File: src/hdl/istr_pkg.sv
// Purpose: Shared constants, types and helpers for the IMU sample timing block
// Assumes: Byte-wide register port, one 125 MHz clock
// Notes:   Rates map onto sensortime bits; code c selects bit 16-c
package istr_pkg;

  localparam int ST_W = 24;

  // Timing, in picoseconds
  localparam longint ST_TICK_PS      = 64'd39062500;   // 39.0625 us sensortime step
  localparam longint CLK_PERIOD_PS   = 64'd8000;       // 125 MHz
  localparam longint DRDY_HOLD_PS    = 64'd156250000;  // one 6400 Hz period
  localparam int     DRDY_HOLD_TICKS = int'(DRDY_HOLD_PS / ST_TICK_PS);

  // Sensortime grid bits
  localparam logic [4:0] SLOT_BIT      = 5'h04;  // 1600 Hz acquisition slot
  localparam logic [4:0] TEMP_FAST_BIT = 5'h08;  // 100 Hz
  localparam logic [4:0] TEMP_SLOW_BIT = 5'h0F;  // 0.78 Hz
  localparam logic [4:0] ODR_BIT_BASE  = 5'h10;

  // Valid rate codes
  localparam logic [3:0] ACC_NP_MIN = 4'h5;  // 12.5 Hz
  localparam logic [3:0] ACC_NP_MAX = 4'hC;  // 1600 Hz
  localparam logic [3:0] ACC_LP_MIN = 4'h1;  // 0.78 Hz
  localparam logic [3:0] ACC_LP_MAX = 4'hA;  // 400 Hz
  localparam logic [3:0] GYR_NP_MIN = 4'h6;  // 25 Hz
  localparam logic [3:0] GYR_NP_MAX = 4'hD;  // 3200 Hz
  localparam logic [3:0] GYR_LP_MIN = 4'h6;  // 25 Hz
  localparam logic [3:0] GYR_LP_MAX = 4'h8;  // 100 Hz
  localparam logic [2:0] GYR_LP_AVG_LOG2 = 3'h2;
  localparam logic [2:0] GYR_BWP_NORMAL  = 3'h2;

  // Register offsets
  localparam logic [7:0] STATUS_ADDR     = 8'h00;
  localparam logic [7:0] INT_STATUS_ADDR = 8'h01;
  localparam logic [7:0] SENSOR_POWER_CONTROL_ADDR   = 8'h04;
  localparam logic [7:0] POWER_CONFIGURATION_ADDR   = 8'h05;
  localparam logic [7:0] ACC_CONF_ADDR   = 8'h06;
  localparam logic [7:0] GYR_CONF_ADDR   = 8'h07;
  localparam logic [7:0] INT_MAP_ADDR    = 8'h08;
  localparam logic [7:0] ACC_DATA_ADDR   = 8'h0C;
  localparam logic [7:0] GYR_DATA_ADDR   = 8'h12;
  localparam logic [7:0] TEMP_LO_ADDR    = 8'h18;
  localparam logic [7:0] TEMP_HI_ADDR    = 8'h19;
  localparam logic [7:0] ST_B0_ADDR      = 8'h1A;
  localparam logic [7:0] ST_B1_ADDR      = 8'h1B;
  localparam logic [7:0] ST_B2_ADDR      = 8'h1C;

  // Field positions
  localparam int PWR_ACC_EN_BIT  = 0;
  localparam int PWR_GYR_EN_BIT  = 1;
  localparam int PWR_TEMP_EN_BIT = 2;
  localparam int CONF_ADV_PS_BIT = 0;
  localparam int CONF_STBY_BIT   = 1;
  localparam int MAP_LATCH_BIT   = 4;

  // Reset values
  localparam logic [7:0] SENSOR_POWER_CONTROL_RST = 8'h00;
  localparam logic [7:0] POWER_CONFIGURATION_RST = 8'h01;
  localparam logic [7:0] ACC_CONF_RST = 8'hA8;
  localparam logic [7:0] GYR_CONF_RST = 8'hA9;
  localparam logic [7:0] INT_MAP_RST  = 8'h00;

  // Temperature codes
  localparam logic [15:0] TEMP_INVALID = 16'h8000;
  localparam logic [15:0] TEMP_MIN     = 16'h8001;

  typedef struct packed {
    logic [15:0] z;
    logic [15:0] y;
    logic [15:0] x;
  } istr_axes_s;

  typedef struct packed {
    logic       perf;
    logic [2:0] bwp;
    logic [3:0] odr;
  } istr_conf_s;

  function automatic logic istr_on_grid(input logic [ST_W-1:0] st, input logic [4:0] b);
    return (st & ~({ST_W{1'b1}} << b)) == '0;
  endfunction

  function automatic logic [4:0] istr_odr_bit(input logic [3:0] code);
    return ODR_BIT_BASE - {1'b0, code};
  endfunction

  function automatic logic istr_odr_in(input logic [3:0] c, input logic [3:0] lo,
                                       input logic [3:0] hi);
    return (c >= lo) && (c <= hi);
  endfunction

endpackage

File: src/hdl/istr_sensortime.sv
// Purpose: Free-running 24-bit sensortime counter
// Assumes: Tick period given in picoseconds
// Notes:   Phase accumulator keeps the fractional clock count exact
`timescale 1ns/10ps
module istr_sensortime #(
  parameter longint TICK_PS = istr_pkg::ST_TICK_PS
) (
  input  wire logic                       clk,
  input  wire logic                       reset_n,
  output logic      [istr_pkg::ST_W-1:0]  st_q,
  output logic                            tick_q
);
  import istr_pkg::*;

  logic [31:0] ph_q;
  wire  [31:0] ph_sum_w = ph_q + CLK_PERIOD_PS[31:0];
  wire         wrap_w   = ph_sum_w >= TICK_PS[31:0];

  // Tick registers on the same edge as the increment so st_q is already new when tick_q is seen
  always_ff @(posedge clk) begin
    if (!reset_n) begin
      ph_q   <= '0;
      st_q   <= '0;
      tick_q <= 1'b0;
    end else begin
      ph_q   <= wrap_w ? ph_sum_w - TICK_PS[31:0] : ph_sum_w;
      st_q   <= wrap_w ? st_q + 24'h000001 : st_q;
      tick_q <= wrap_w;
    end
  end

endmodule // istr_sensortime

File: src/hdl/istr_sample_path.sv
// Purpose: Per-sensor sample timing, low power averaging and result register
// Assumes: Raw axes always valid; sensortime tick from istr_sensortime
// Notes:   Filter shaping is not modelled; performance mode takes the raw value
`timescale 1ns/10ps
module istr_sample_path (
  input  wire logic                        clk,
  input  wire logic                        reset_n,
  input  wire logic                        tick,
  input  wire logic [istr_pkg::ST_W-1:0]   st,
  input  wire logic [4:0]                  odr_bit,
  input  wire logic [2:0]                  avg_log2,
  input  wire logic                        lp,
  input  wire logic                        active,
  input  istr_pkg::istr_axes_s             raw,
  output istr_pkg::istr_axes_s             smp_q,
  output logic                             upd_q
);
  import istr_pkg::*;

  wire             ev_w    = tick && active && istr_on_grid(st, odr_bit);
  wire             slot_w  = tick && istr_on_grid(st, SLOT_BIT);
  wire [4:0]       span_w  = odr_bit - SLOT_BIT;
  wire [2:0]       eff_w   = ({2'b00, avg_log2} > span_w) ? span_w[2:0] : avg_log2;
  wire [ST_W-1:0]  idx_w   = (st & ~({ST_W{1'b1}} << odr_bit)) >> SLOT_BIT;
  // Slots before this index are skipped: idle phase of the duty cycle
  wire [ST_W-1:0]  first_w = (24'h000001 << span_w) - (24'h000001 << eff_w);
  wire             take_w  = lp && active && slot_w && (idx_w >= first_w);
  logic [47:0]     res_w;

  genvar i;
  for (i = 0; i < 3; i++) begin : g_axis
    logic signed [22:0] sum_q;
    logic        [15:0] out_q;
    wire  signed [22:0] raw_w = 23'(signed'(raw[16*i +: 16]));
    always_ff @(posedge clk) begin
      if (!reset_n) begin
        sum_q <= '0;
        out_q <= '0;
      end else if (ev_w) begin
        out_q <= lp ? 16'(sum_q >>> eff_w) : raw[16*i +: 16];
        sum_q <= take_w ? raw_w : '0;
      end else if (take_w) begin
        sum_q <= sum_q + raw_w;
      end else if (!active) begin
        sum_q <= '0;
      end
    end
    assign res_w[16*i +: 16] = out_q;
  end

  assign smp_q = res_w;

  always_ff @(posedge clk) begin
    if (!reset_n) begin
      upd_q <= 1'b0;
    end else begin
      upd_q <= ev_w;
    end
  end

endmodule // istr_sample_path

File: src/hdl/istr_top.sv
// Purpose: Sample timing, data-ready events and result readout of a six-axis IMU
// Assumes: Raw axis and temperature inputs always valid and synchronous to clk
// Notes:   Byte register port; read data stands in the cycle after the strobe
//
// Functional notes
// Accel performance filter samples equidistantly at eight rates, 12.5 to 1600 Hz.
// Low power applies when advanced power save set and filter select clear.
// Accel low power alternates idle and active phases at ten rates, 0.78-400 Hz.
// Accel low power averages two to the bandwidth samples; others skipped.
// Accel data-ready asserts on new results; non-latched clears after 6400 Hz period.
// Gyro data-ready asserts on new results; non-latched clears after 6400 Hz period.
// Reading any own data register clears that sensor's data-ready status.
// Host maps data-ready to an interrupt pin before expecting it there.
// Gyro axes are 16-bit two's complement, low byte read first.
// Reading an axis low byte freezes its high byte for a consistent pair.
// Host corrects gyro X by sign-extended cross-axis factor times Z over 512.
// Gyro performance filter: eight rates 25 Hz-3.2 kHz; 6.4 kHz only via FIFO.
// Gyro low power allows 25, 50, 100 Hz, averaging four samples.
// Gyro bandwidth field picks filter; value two means normal filter.
// Temperature is signed, zero at 23 C, 1/512 C steps, 0x8000 invalid.
// After temperature enable, result reads invalid until first measurement completes.
// Gyro enabled runs temperature at 100 Hz regardless of its enable.
// Gyro disabled follows temperature enable; updates at 0.78 Hz on grid.
// Gyro standby or fast power-up updates temperature every 1.28 s.
// 24-bit free-running sensortime advances every 39.0625 us, three byte registers.
// Every result update lands on the matching sensortime bit transition.
// A burst over the three sensortime bytes returns one captured value.
// Accel axes are 16-bit, low byte first, low read locks high byte.
//
// Chosen here: the strobed register port and the address map.
`timescale 1ns/10ps
module istr_top #(
  parameter longint ST_TICK_PS = istr_pkg::ST_TICK_PS
) (
  input  wire logic                  clk,
  input  wire logic                  reset_n,
  input  wire logic [7:0]            addr,
  input  wire logic [7:0]            wdata,
  input  wire logic                  wr_en,
  input  wire logic                  rd_en,
  output logic      [7:0]            rdata,
  input  istr_pkg::istr_axes_s       acc_raw,
  input  istr_pkg::istr_axes_s       gyr_raw,
  input  wire logic [15:0]           temp_raw,
  output logic                       int1,
  output logic                       int2,
  output logic                       gyr_filt_normal
);
  import istr_pkg::*;

  // Control registers
  logic       [7:0]       sensor_power_control_q;
  logic       [7:0]       power_configuration_q;
  istr_conf_s             acc_conf_q;
  istr_conf_s             gyr_conf_q;
  logic       [7:0]       int_map_q;

  // Time base and results
  logic       [ST_W-1:0]  st_w;
  logic                   tick_w;
  istr_axes_s             acc_smp_w;
  istr_axes_s             gyr_smp_w;
  logic                   acc_upd_w;
  logic                   gyr_upd_w;
  logic       [15:0]      temp_q;
  logic                   temp_on_q;

  // Shadow copies for consistent multi-byte reads
  logic       [23:0]      acc_hi_q;
  logic       [23:0]      gyr_hi_q;
  logic       [7:0]       temp_hi_q;
  logic       [15:0]      st_snap_q;

  // Events
  logic       [1:0]       drdy_w;
  logic       [1:0]       int_stat_w;
  logic       [1:0]       pulse_w;
  logic       [1:0]       evt_w;

  // Read path
  logic       [7:0]       rd_mux_w;
  logic       [7:0]       rdata_q;
  logic                   filt_normal_q;

  function automatic logic in_blk(input logic [7:0] a, input logic [7:0] base);
    return (a >= base) && (a < base + 8'h06);
  endfunction

  function automatic logic [7:0] data_byte(input logic [47:0] smp, input logic [23:0] hi,
                                           input logic [2:0] idx);
    logic [7:0] b;
    b = 8'h00;
    for (int a = 0; a < 3; a++) begin
      if (idx == 3'(2*a)) begin
        b = smp[16*a +: 8];
      end else if (idx == 3'(2*a + 1)) begin
        b = hi[8*a +: 8];
      end
    end
    return b;
  endfunction

  // Control decode
  wire acc_en_w   = sensor_power_control_q[PWR_ACC_EN_BIT];
  wire gyr_en_w   = sensor_power_control_q[PWR_GYR_EN_BIT];
  wire temp_en_w  = sensor_power_control_q[PWR_TEMP_EN_BIT];
  wire adv_ps_w   = power_configuration_q[CONF_ADV_PS_BIT];
  wire gyr_stby_w = power_configuration_q[CONF_STBY_BIT];
  wire latch_w    = int_map_q[MAP_LATCH_BIT];

  wire acc_lp_w = adv_ps_w & ~acc_conf_q.perf;
  wire gyr_lp_w = adv_ps_w & ~gyr_conf_q.perf;

  // Out-of-range codes produce no updates at all
  wire acc_ok_w = acc_lp_w ? istr_odr_in(acc_conf_q.odr, ACC_LP_MIN, ACC_LP_MAX)
                           : istr_odr_in(acc_conf_q.odr, ACC_NP_MIN, ACC_NP_MAX);
  // The 6.4 kHz code lies above the register range, so results never update there
  wire gyr_ok_w = gyr_lp_w ? istr_odr_in(gyr_conf_q.odr, GYR_LP_MIN, GYR_LP_MAX)
                           : istr_odr_in(gyr_conf_q.odr, GYR_NP_MIN, GYR_NP_MAX);

  wire acc_act_w = acc_en_w & acc_ok_w;
  wire gyr_act_w = gyr_en_w & ~gyr_stby_w & gyr_ok_w;

  wire [4:0] acc_bit_w = istr_odr_bit(acc_conf_q.odr);
  wire [4:0] gyr_bit_w = istr_odr_bit(gyr_conf_q.odr);

  istr_sensortime #(
    .TICK_PS (ST_TICK_PS)
  ) u_time (
    .clk     (clk),
    .reset_n (reset_n),
    .st_q    (st_w),
    .tick_q  (tick_w)
  );

  istr_sample_path u_acc (
    .clk      (clk),
    .reset_n  (reset_n),
    .tick     (tick_w),
    .st       (st_w),
    .odr_bit  (acc_bit_w),
    .avg_log2 (acc_conf_q.bwp),
    .lp       (acc_lp_w),
    .active   (acc_act_w),
    .raw      (acc_raw),
    .smp_q    (acc_smp_w),
    .upd_q    (acc_upd_w)
  );

  // Gyro low power always averages four, whatever the bandwidth field holds
  istr_sample_path u_gyr (
    .clk      (clk),
    .reset_n  (reset_n),
    .tick     (tick_w),
    .st       (st_w),
    .odr_bit  (gyr_bit_w),
    .avg_log2 (GYR_LP_AVG_LOG2),
    .lp       (gyr_lp_w),
    .active   (gyr_act_w),
    .raw      (gyr_raw),
    .smp_q    (gyr_smp_w),
    .upd_q    (gyr_upd_w)
  );

  // Register writes
  always_ff @(posedge clk) begin
    if (!reset_n) begin
      sensor_power_control_q <= SENSOR_POWER_CONTROL_RST;
      power_configuration_q <= POWER_CONFIGURATION_RST;
      acc_conf_q <= ACC_CONF_RST;
      gyr_conf_q <= GYR_CONF_RST;
      int_map_q  <= INT_MAP_RST;
    end else if (wr_en) begin
      case (addr)
        SENSOR_POWER_CONTROL_ADDR: sensor_power_control_q <= wdata;
        POWER_CONFIGURATION_ADDR: power_configuration_q <= wdata;
        ACC_CONF_ADDR: acc_conf_q <= wdata;
        GYR_CONF_ADDR: gyr_conf_q <= wdata;
        INT_MAP_ADDR:  int_map_q  <= wdata;
        default: ;
      endcase
    end
  end

  always_ff @(posedge clk) begin
    if (!reset_n) begin
      filt_normal_q <= 1'b0;
    end else begin
      filt_normal_q <= gyr_conf_q.bwp == GYR_BWP_NORMAL;
    end
  end

  assign gyr_filt_normal = filt_normal_q;

  // Data-ready flags and pin events, index 0 accel, 1 gyro
  wire [1:0] upd_w     = {gyr_upd_w, acc_upd_w};
  wire [1:0] data_rd_w = {rd_en && in_blk(addr, GYR_DATA_ADDR),
                          rd_en && in_blk(addr, ACC_DATA_ADDR)};
  wire       stat_rd_w = rd_en && (addr == INT_STATUS_ADDR);

  genvar s;
  for (s = 0; s < 2; s++) begin : g_drdy
    logic       flag_q;
    logic       stat_q;
    logic [2:0] hold_q;
    always_ff @(posedge clk) begin
      if (!reset_n) begin
        flag_q <= 1'b0;
        stat_q <= 1'b0;
        hold_q <= '0;
      end else begin
        // A new sample in the clearing cycle keeps the flag set
        flag_q <= upd_w[s] | (flag_q & ~data_rd_w[s]);
        stat_q <= upd_w[s] | (stat_q & ~stat_rd_w);
        if (upd_w[s]) begin
          hold_q <= 3'(DRDY_HOLD_TICKS);
        end else if (tick_w && (hold_q != 3'h0)) begin
          hold_q <= hold_q - 3'h1;
        end
      end
    end
    assign drdy_w[s]     = flag_q;
    assign int_stat_w[s] = stat_q;
    assign pulse_w[s]    = hold_q != 3'h0;
  end

  // Non-latched pulse length rounds to whole sensortime steps
  assign evt_w = latch_w ? int_stat_w : pulse_w;
  // Nothing reaches a pin until software maps it there
  assign int1  = |(evt_w & int_map_q[1:0]);
  assign int2  = |(evt_w & int_map_q[3:2]);

  // Temperature
  wire       temp_on_w  = gyr_en_w | temp_en_w;
  wire [4:0] temp_bit_w = (gyr_en_w & ~gyr_stby_w) ? TEMP_FAST_BIT
                                                  : TEMP_SLOW_BIT;
  wire       temp_ev_w  = tick_w && temp_on_q && istr_on_grid(st_w, temp_bit_w);
  // The raw sensor must never alias the invalid code
  wire [15:0] temp_clip_w = (temp_raw == TEMP_INVALID) ? TEMP_MIN : temp_raw;

  always_ff @(posedge clk) begin
    if (!reset_n) begin
      temp_on_q <= 1'b0;
      temp_q    <= TEMP_INVALID;
    end else begin
      temp_on_q <= temp_on_w;
      if (temp_on_w && !temp_on_q) begin
        temp_q <= TEMP_INVALID;
      end else if (temp_ev_w) begin
        temp_q <= temp_clip_w;
      end
    end
  end

  // Shadow capture on low-byte reads
  always_ff @(posedge clk) begin
    if (!reset_n) begin
      acc_hi_q  <= '0;
      gyr_hi_q  <= '0;
      temp_hi_q <= '0;
      st_snap_q <= '0;
    end else if (rd_en) begin
      for (int a = 0; a < 3; a++) begin
        if (addr == ACC_DATA_ADDR + 8'(2*a)) begin
          acc_hi_q[8*a +: 8] <= acc_smp_w[16*a + 8 +: 8];
        end
        if (addr == GYR_DATA_ADDR + 8'(2*a)) begin
          gyr_hi_q[8*a +: 8] <= gyr_smp_w[16*a + 8 +: 8];
        end
      end
      if (addr == TEMP_LO_ADDR) begin
        temp_hi_q <= temp_q[15:8];
      end
      if (addr == ST_B0_ADDR) begin
        st_snap_q <= st_w[23:8];
      end
    end
  end

  // Read selection
  wire [2:0] acc_idx_w = 3'(addr - ACC_DATA_ADDR);
  wire [2:0] gyr_idx_w = 3'(addr - GYR_DATA_ADDR);

  always_comb begin
    rd_mux_w = 8'h00;
    case (addr)
      STATUS_ADDR:     rd_mux_w = {6'h00, drdy_w};
      INT_STATUS_ADDR: rd_mux_w = {6'h00, int_stat_w};
      SENSOR_POWER_CONTROL_ADDR:   rd_mux_w = sensor_power_control_q;
      POWER_CONFIGURATION_ADDR:   rd_mux_w = power_configuration_q;
      ACC_CONF_ADDR:   rd_mux_w = acc_conf_q;
      GYR_CONF_ADDR:   rd_mux_w = gyr_conf_q;
      INT_MAP_ADDR:    rd_mux_w = int_map_q;
      TEMP_LO_ADDR:    rd_mux_w = temp_q[7:0];
      TEMP_HI_ADDR:    rd_mux_w = temp_hi_q;
      ST_B0_ADDR:      rd_mux_w = st_w[7:0];
      ST_B1_ADDR:      rd_mux_w = st_snap_q[7:0];
      ST_B2_ADDR:      rd_mux_w = st_snap_q[15:8];
      default: begin
        if (in_blk(addr, ACC_DATA_ADDR)) begin
          rd_mux_w = data_byte(acc_smp_w, acc_hi_q, acc_idx_w);
        end else if (in_blk(addr, GYR_DATA_ADDR)) begin
          rd_mux_w = data_byte(gyr_smp_w, gyr_hi_q, gyr_idx_w);
        end
      end
    endcase
  end

  always_ff @(posedge clk) begin
    if (!reset_n) begin
      rdata_q <= 8'h00;
    end else begin
      rdata_q <= rd_en ? rd_mux_w : 8'h00;
    end
  end

  assign rdata = rdata_q;

endmodule // istr_top

File: config.mk
export PLATFORM = sky130hd
export DESIGN_NAME = istr_top
export DESIGN_NICKNAME = d
export VERILOG_FILES = /design/src/hdl/istr_pkg.sv /design/src/hdl/istr_sensortime.sv /design/src/hdl/istr_sample_path.sv /design/src/hdl/istr_top.sv
export SDC_FILE = /design/constraint.sdc
export NUM_CORES = 2
export LEC_CHECK = 0
export ABC_AREA = 1
export BUFFER_PORTS_ARGS = -buffer_cell sky130_fd_sc_hd__buf_2
export CAP_MARGIN = 10
export CELL_PAD_IN_SITES_DETAIL_PLACEMENT = 1
export CELL_PAD_IN_SITES_GLOBAL_PLACEMENT = 1
export CORE_ASPECT_RATIO = 1.2
export CORE_UTILIZATION = 45
export CTS_CLUSTER_DIAMETER = 80
export CTS_CLUSTER_SIZE = 8
export DETAILED_ROUTE_END_ITERATION = 8
export GPL_TIMING_DRIVEN = 0
export HOLD_SLACK_MARGIN = 0.06
export PLACE_DENSITY = 0.89
export SLEW_MARGIN = 20
export SYNTH_ARGS = -nofsm -noshare
export SYNTH_HDL_FRONTEND = slang
export SYNTH_SLANG_ARGS = --single-unit
File: constraint.sdc
create_clock -name clk -period 7.4 [get_ports clk]
set_input_delay 1.11 -clock clk [delete_from_list [all_inputs] [get_ports clk]]
set_output_delay 1.11 -clock clk [all_outputs]
set_load 0.03 [all_outputs]
==> impl_metrics.json <==
{
  "outcome": "finished, final reports clean",
  "gr-total-overflow": 0,
  "grt.total_usage_pct": 37.5,
  "grt_max_degree": 16,
  "fmax_mhz": 141,
  "finalCritPeriodShare_pct": 96.0,
  "via_count": 37800,
  "async_flop_share_pct": 0,
  "crit_path_max_incr_delay_ns": 0.42,
  "ys_ff_latch": 424,
  "rows": 108,
  "fp.dieW_um": 249,
  "power.leakage_nw": 16.4,
  "synth_area_mm2": 0.0330,
  "gp_congestion": 1.01,
  "critPathLaunchType": "register",
  "hp-class": "reg -> reg",
  "synth_compound_area_share_pct": 20.4,
  "numCtsBuffers": 60,
  "synth_flop_cell": "dfxtp_1",
  "synthDistinctLibCells": 72,
  "io_pins": 143,
  "cts_tree": "built",
  "routed_wl_um": 144000,
  "ctsLongestPathBuffers": 3,
  "synth_xor_xnor_area_share_pct": 5.12,
  "r2r.worst_path.cells": 38,
  "endpoint_kind": "register",
  "grt_pass1_vias": 38200,
  "ys_seq_area_share_pct": 25.7,
  "dieArea_mm2": 0.0745,
  "crit_slowest_cell": "dfxtp_4",
  "crit_buf_inv": 9,
  "syn_inst": 5100,
  "timing.final.max_slew_violations": 0,
  "synth_edf_count": 0,
  "layout-drive-gt1-share_pct": 8.92,
  "netlist.area_leader.share_pct": 25.7,
  "skew_ns": 0.0232,
  "die_h_um": 299,
  "total_power_mw": 6.93,
  "insertion_delay_ns": 0.65,
  "utilization_pct": 50.9,
  "ctsHtreeMaxLevel": 2,
  "start_util_pct": 45.6,
  "cts_root_buffer": "clkbuf_16",
  "slew_headroom_pct": 13.3,
  "yosys.area.top_type": "dfxtp_1",
  "synthSimpleGateAreaFrac_pct": 29.5,
  "routed_via_density": 6.03,
  "drc": 0,
  "synth.area.top_cells": "dfxtp_1 26%, nand2_1 14%, ha_1 8.0%, o21ai_0 7.4%, a21oi_1 6.9%",
  "drv_cap": 0,
  "cp.arrival_ns": 7.64,
  "synth-adder-area-share_pct": 8.52,
  "antenna_found_initial": 9,
  "hold_path_depth": 2,
  "critical_path_class": "reg -> reg",
  "vdd_drop_max_v": 0.000172,
  "cp_common_cell": "nand2_1",
  "crit_cells": 38,
  "setup_viol": 0,
  "fin_nets": 5671,
  "crit_fanout": 10,
  "drtIter0Drc": 2789,
  "syn_area_per_cell_um2": 6.47,
  "synth_top_family_by_area": "simple AND/OR/NAND/NOR gates",
  "core_mm2": 0.0724,
  "detailedPlace.worstSlack_ns": -1.14,
  "routedWlPerCell_um": 23.0,
  "first_pass_iters": 5,
  "path_delay_family": "buffers and inverters",
  "period_minus_slack_ns": 7.10,
  "cellPowerDensity_mw_per_mm2": 188,
  "synthMuxAreaShare_pct": 1.25,
  "cts.sinks": 424,
  "io_buffers": 140,
  "path_clk_slew_ns": 0.06,
  "cp.required_ns": 7.94,
  "area_delta_synth_final_pct": 11.6,
  "tightest_slew_ns": 1.30,
  "final.setup.worst_slack_ns": 0.297,
  "grt_pass1_wl_um": 219000,
  "ys.warnings.count": 0,
  "dpl.hpwl_um": 114000,
  "ant_nets": 0,
  "hold_viol": 0
}
[per-layer routing]
metal | routed length (µm) | up-vias | GRT usage (%)
met2 | 65700 | 1464 | 62.1
met5 | 37 | - | 0
met4 | 7770 | 6 | 19.1
met3 | 10600 | 400 | 5.71
li1 | - | 17500 | -
met1 | 59600 | 18400 | 47.1
[timing repair]
action | CTS | global route
pin swaps | 4 | 1
gates resized for setup | 35 | 32
hold buffers | 0 | 0
buffers inserted | 12 | 3
endpoints found under the setup margin | 90 | 123
[final timing paths]
| check | from | end | slack, ns |
|---|---|---|---|
| min | st_snap_q[8] | st_snap_q[8] | 0.45 |
| min reg2reg | st_snap_q[8] | st_snap_q[8] | 0.45 |
| max reg2reg | acc_conf_q[0] | u_acc.g_axis[1].sum_q[6] | 0.30 |
| max | acc_conf_q[0] | u_acc.g_axis[1].sum_q[6] | 0.30 |
[cell type report]
cell class,instances,area [µm²]
clock buffers,65,1570
inverters,489,1860
diodes,1,2.50
flip-flops and latches,424,8490
multi-input cells,3958,21600
repair buffers,155,838
fillers,9868,35600
plain buffers,231,1330
clock inverters,4,35.0
well taps,935,1170
[cells by family after synthesis]
family	Yosys count
other cells	1
simple gates	2279
buf+inv	722
flops	424
compound gates	1221
xor+xnor	192
fa+ha+maj	220
mux	41
[worst reg2reg max path, delay by kind of cell (launching register included)]
family	cells	cell delay, ns
buffers and inverters	9	1.75
and+or+nand+nor	15	1.61
adders and majority gates	5	1.52
AOI/OAI and AO/OA	8	1.46
DFF	1	0.42
xor gates and xnor gates	1	0.26
[cells in the final DEF, fill, tap and decap left out, types with 75 or more instances in the layout]
cell      count
dfxtp_1     422
buf_2       180
nor2_1      502
inv_1       452
nand3_1     263
o21ai_0     487
nor3_1       75
clkbuf_1    122
xor2_1      118
nand2_1    1190
a21oi_1     457
ha_1        211
nand4_1     109
[state kept, by name (all words and copies together), names as in the netlist, 2 cells and up]
signal	count
sensor_power_control_q	8
power_configuration_q	8
temp_hi_q	8
acc_conf_q	8
u_acc.g_axis.sum_q	69
gyr_hi_q	24
u_gyr.g_axis.sum_q	54
acc_hi_q	24
u_gyr.g_axis.out_q	48
g_drdy.flag_q	2
gyr_conf_q	8
g_drdy.stat_q	2
st_snap_q	16
u_time.st_q	24
int_map_q	8
temp_q	16
u_acc.g_axis.out_q	48
rdata	8
g_drdy.hold_q	6
u_time.ph_q	30
[cells in the mapped netlist (9+ instances only)]
cell / count
nand2_1: 1194
nor2_1: 510
o21ai_0: 487
a21oi_1: 458
inv_1: 457
dfxtp_1: 424
nand3_1: 266
ha_1: 212
clkbuf_1: 127
xor2_1: 118
nand4_1: 109
nor3_1: 77
xnor2_1: 73
o211ai_1: 45
buf_2: 42
o22ai_1: 41
mux2i_1: 39
a211oi_1: 36
nor4_1: 32
a31oi_1: 28
o21ai_1: 28
inv_2: 22
or2_2: 21
clkbuf_8: 17
nand2_2: 16
nor2_2: 16
buf_4: 15
buf_6: 15
a221oi_1: 14
o21bai_1: 13
buf_1: 12
clkinv_1: 9
o21a_1: 9
[report_power, final]
part | total [mW] | internal, mW | switching, mW
Sequential | 2.49 | 2.39 | 0.103
Clock | 2.57 | 1.47 | 1.10
Combinational | 1.87 | 0.615 | 1.26
Total | 6.93 | 4.47 | 2.47
[per-stage QoR]
| step | cell area, µm² | hold slack [ns] | setup TNS, ns | cells |
|---|---|---|---|---|
| 2_1_floorplan | 33000 | 0.400 | 0 | 5104 |
| 3_5_place_dp | 34900 | 0.445 | -72.01 | 6179 |
| 4_1_cts | 36700 | 0.454 | 0 | 6259 |
| 5_1_grt | 36900 | 0.465 | -0.00610 | 6261 |
| 3_3_place_gp | 34900 | 0.435 | -60.67 | 6179 |
| 6_report | 36900 | 0.454 | 0 | 6262 |
(Power assumes the default switching activity.)
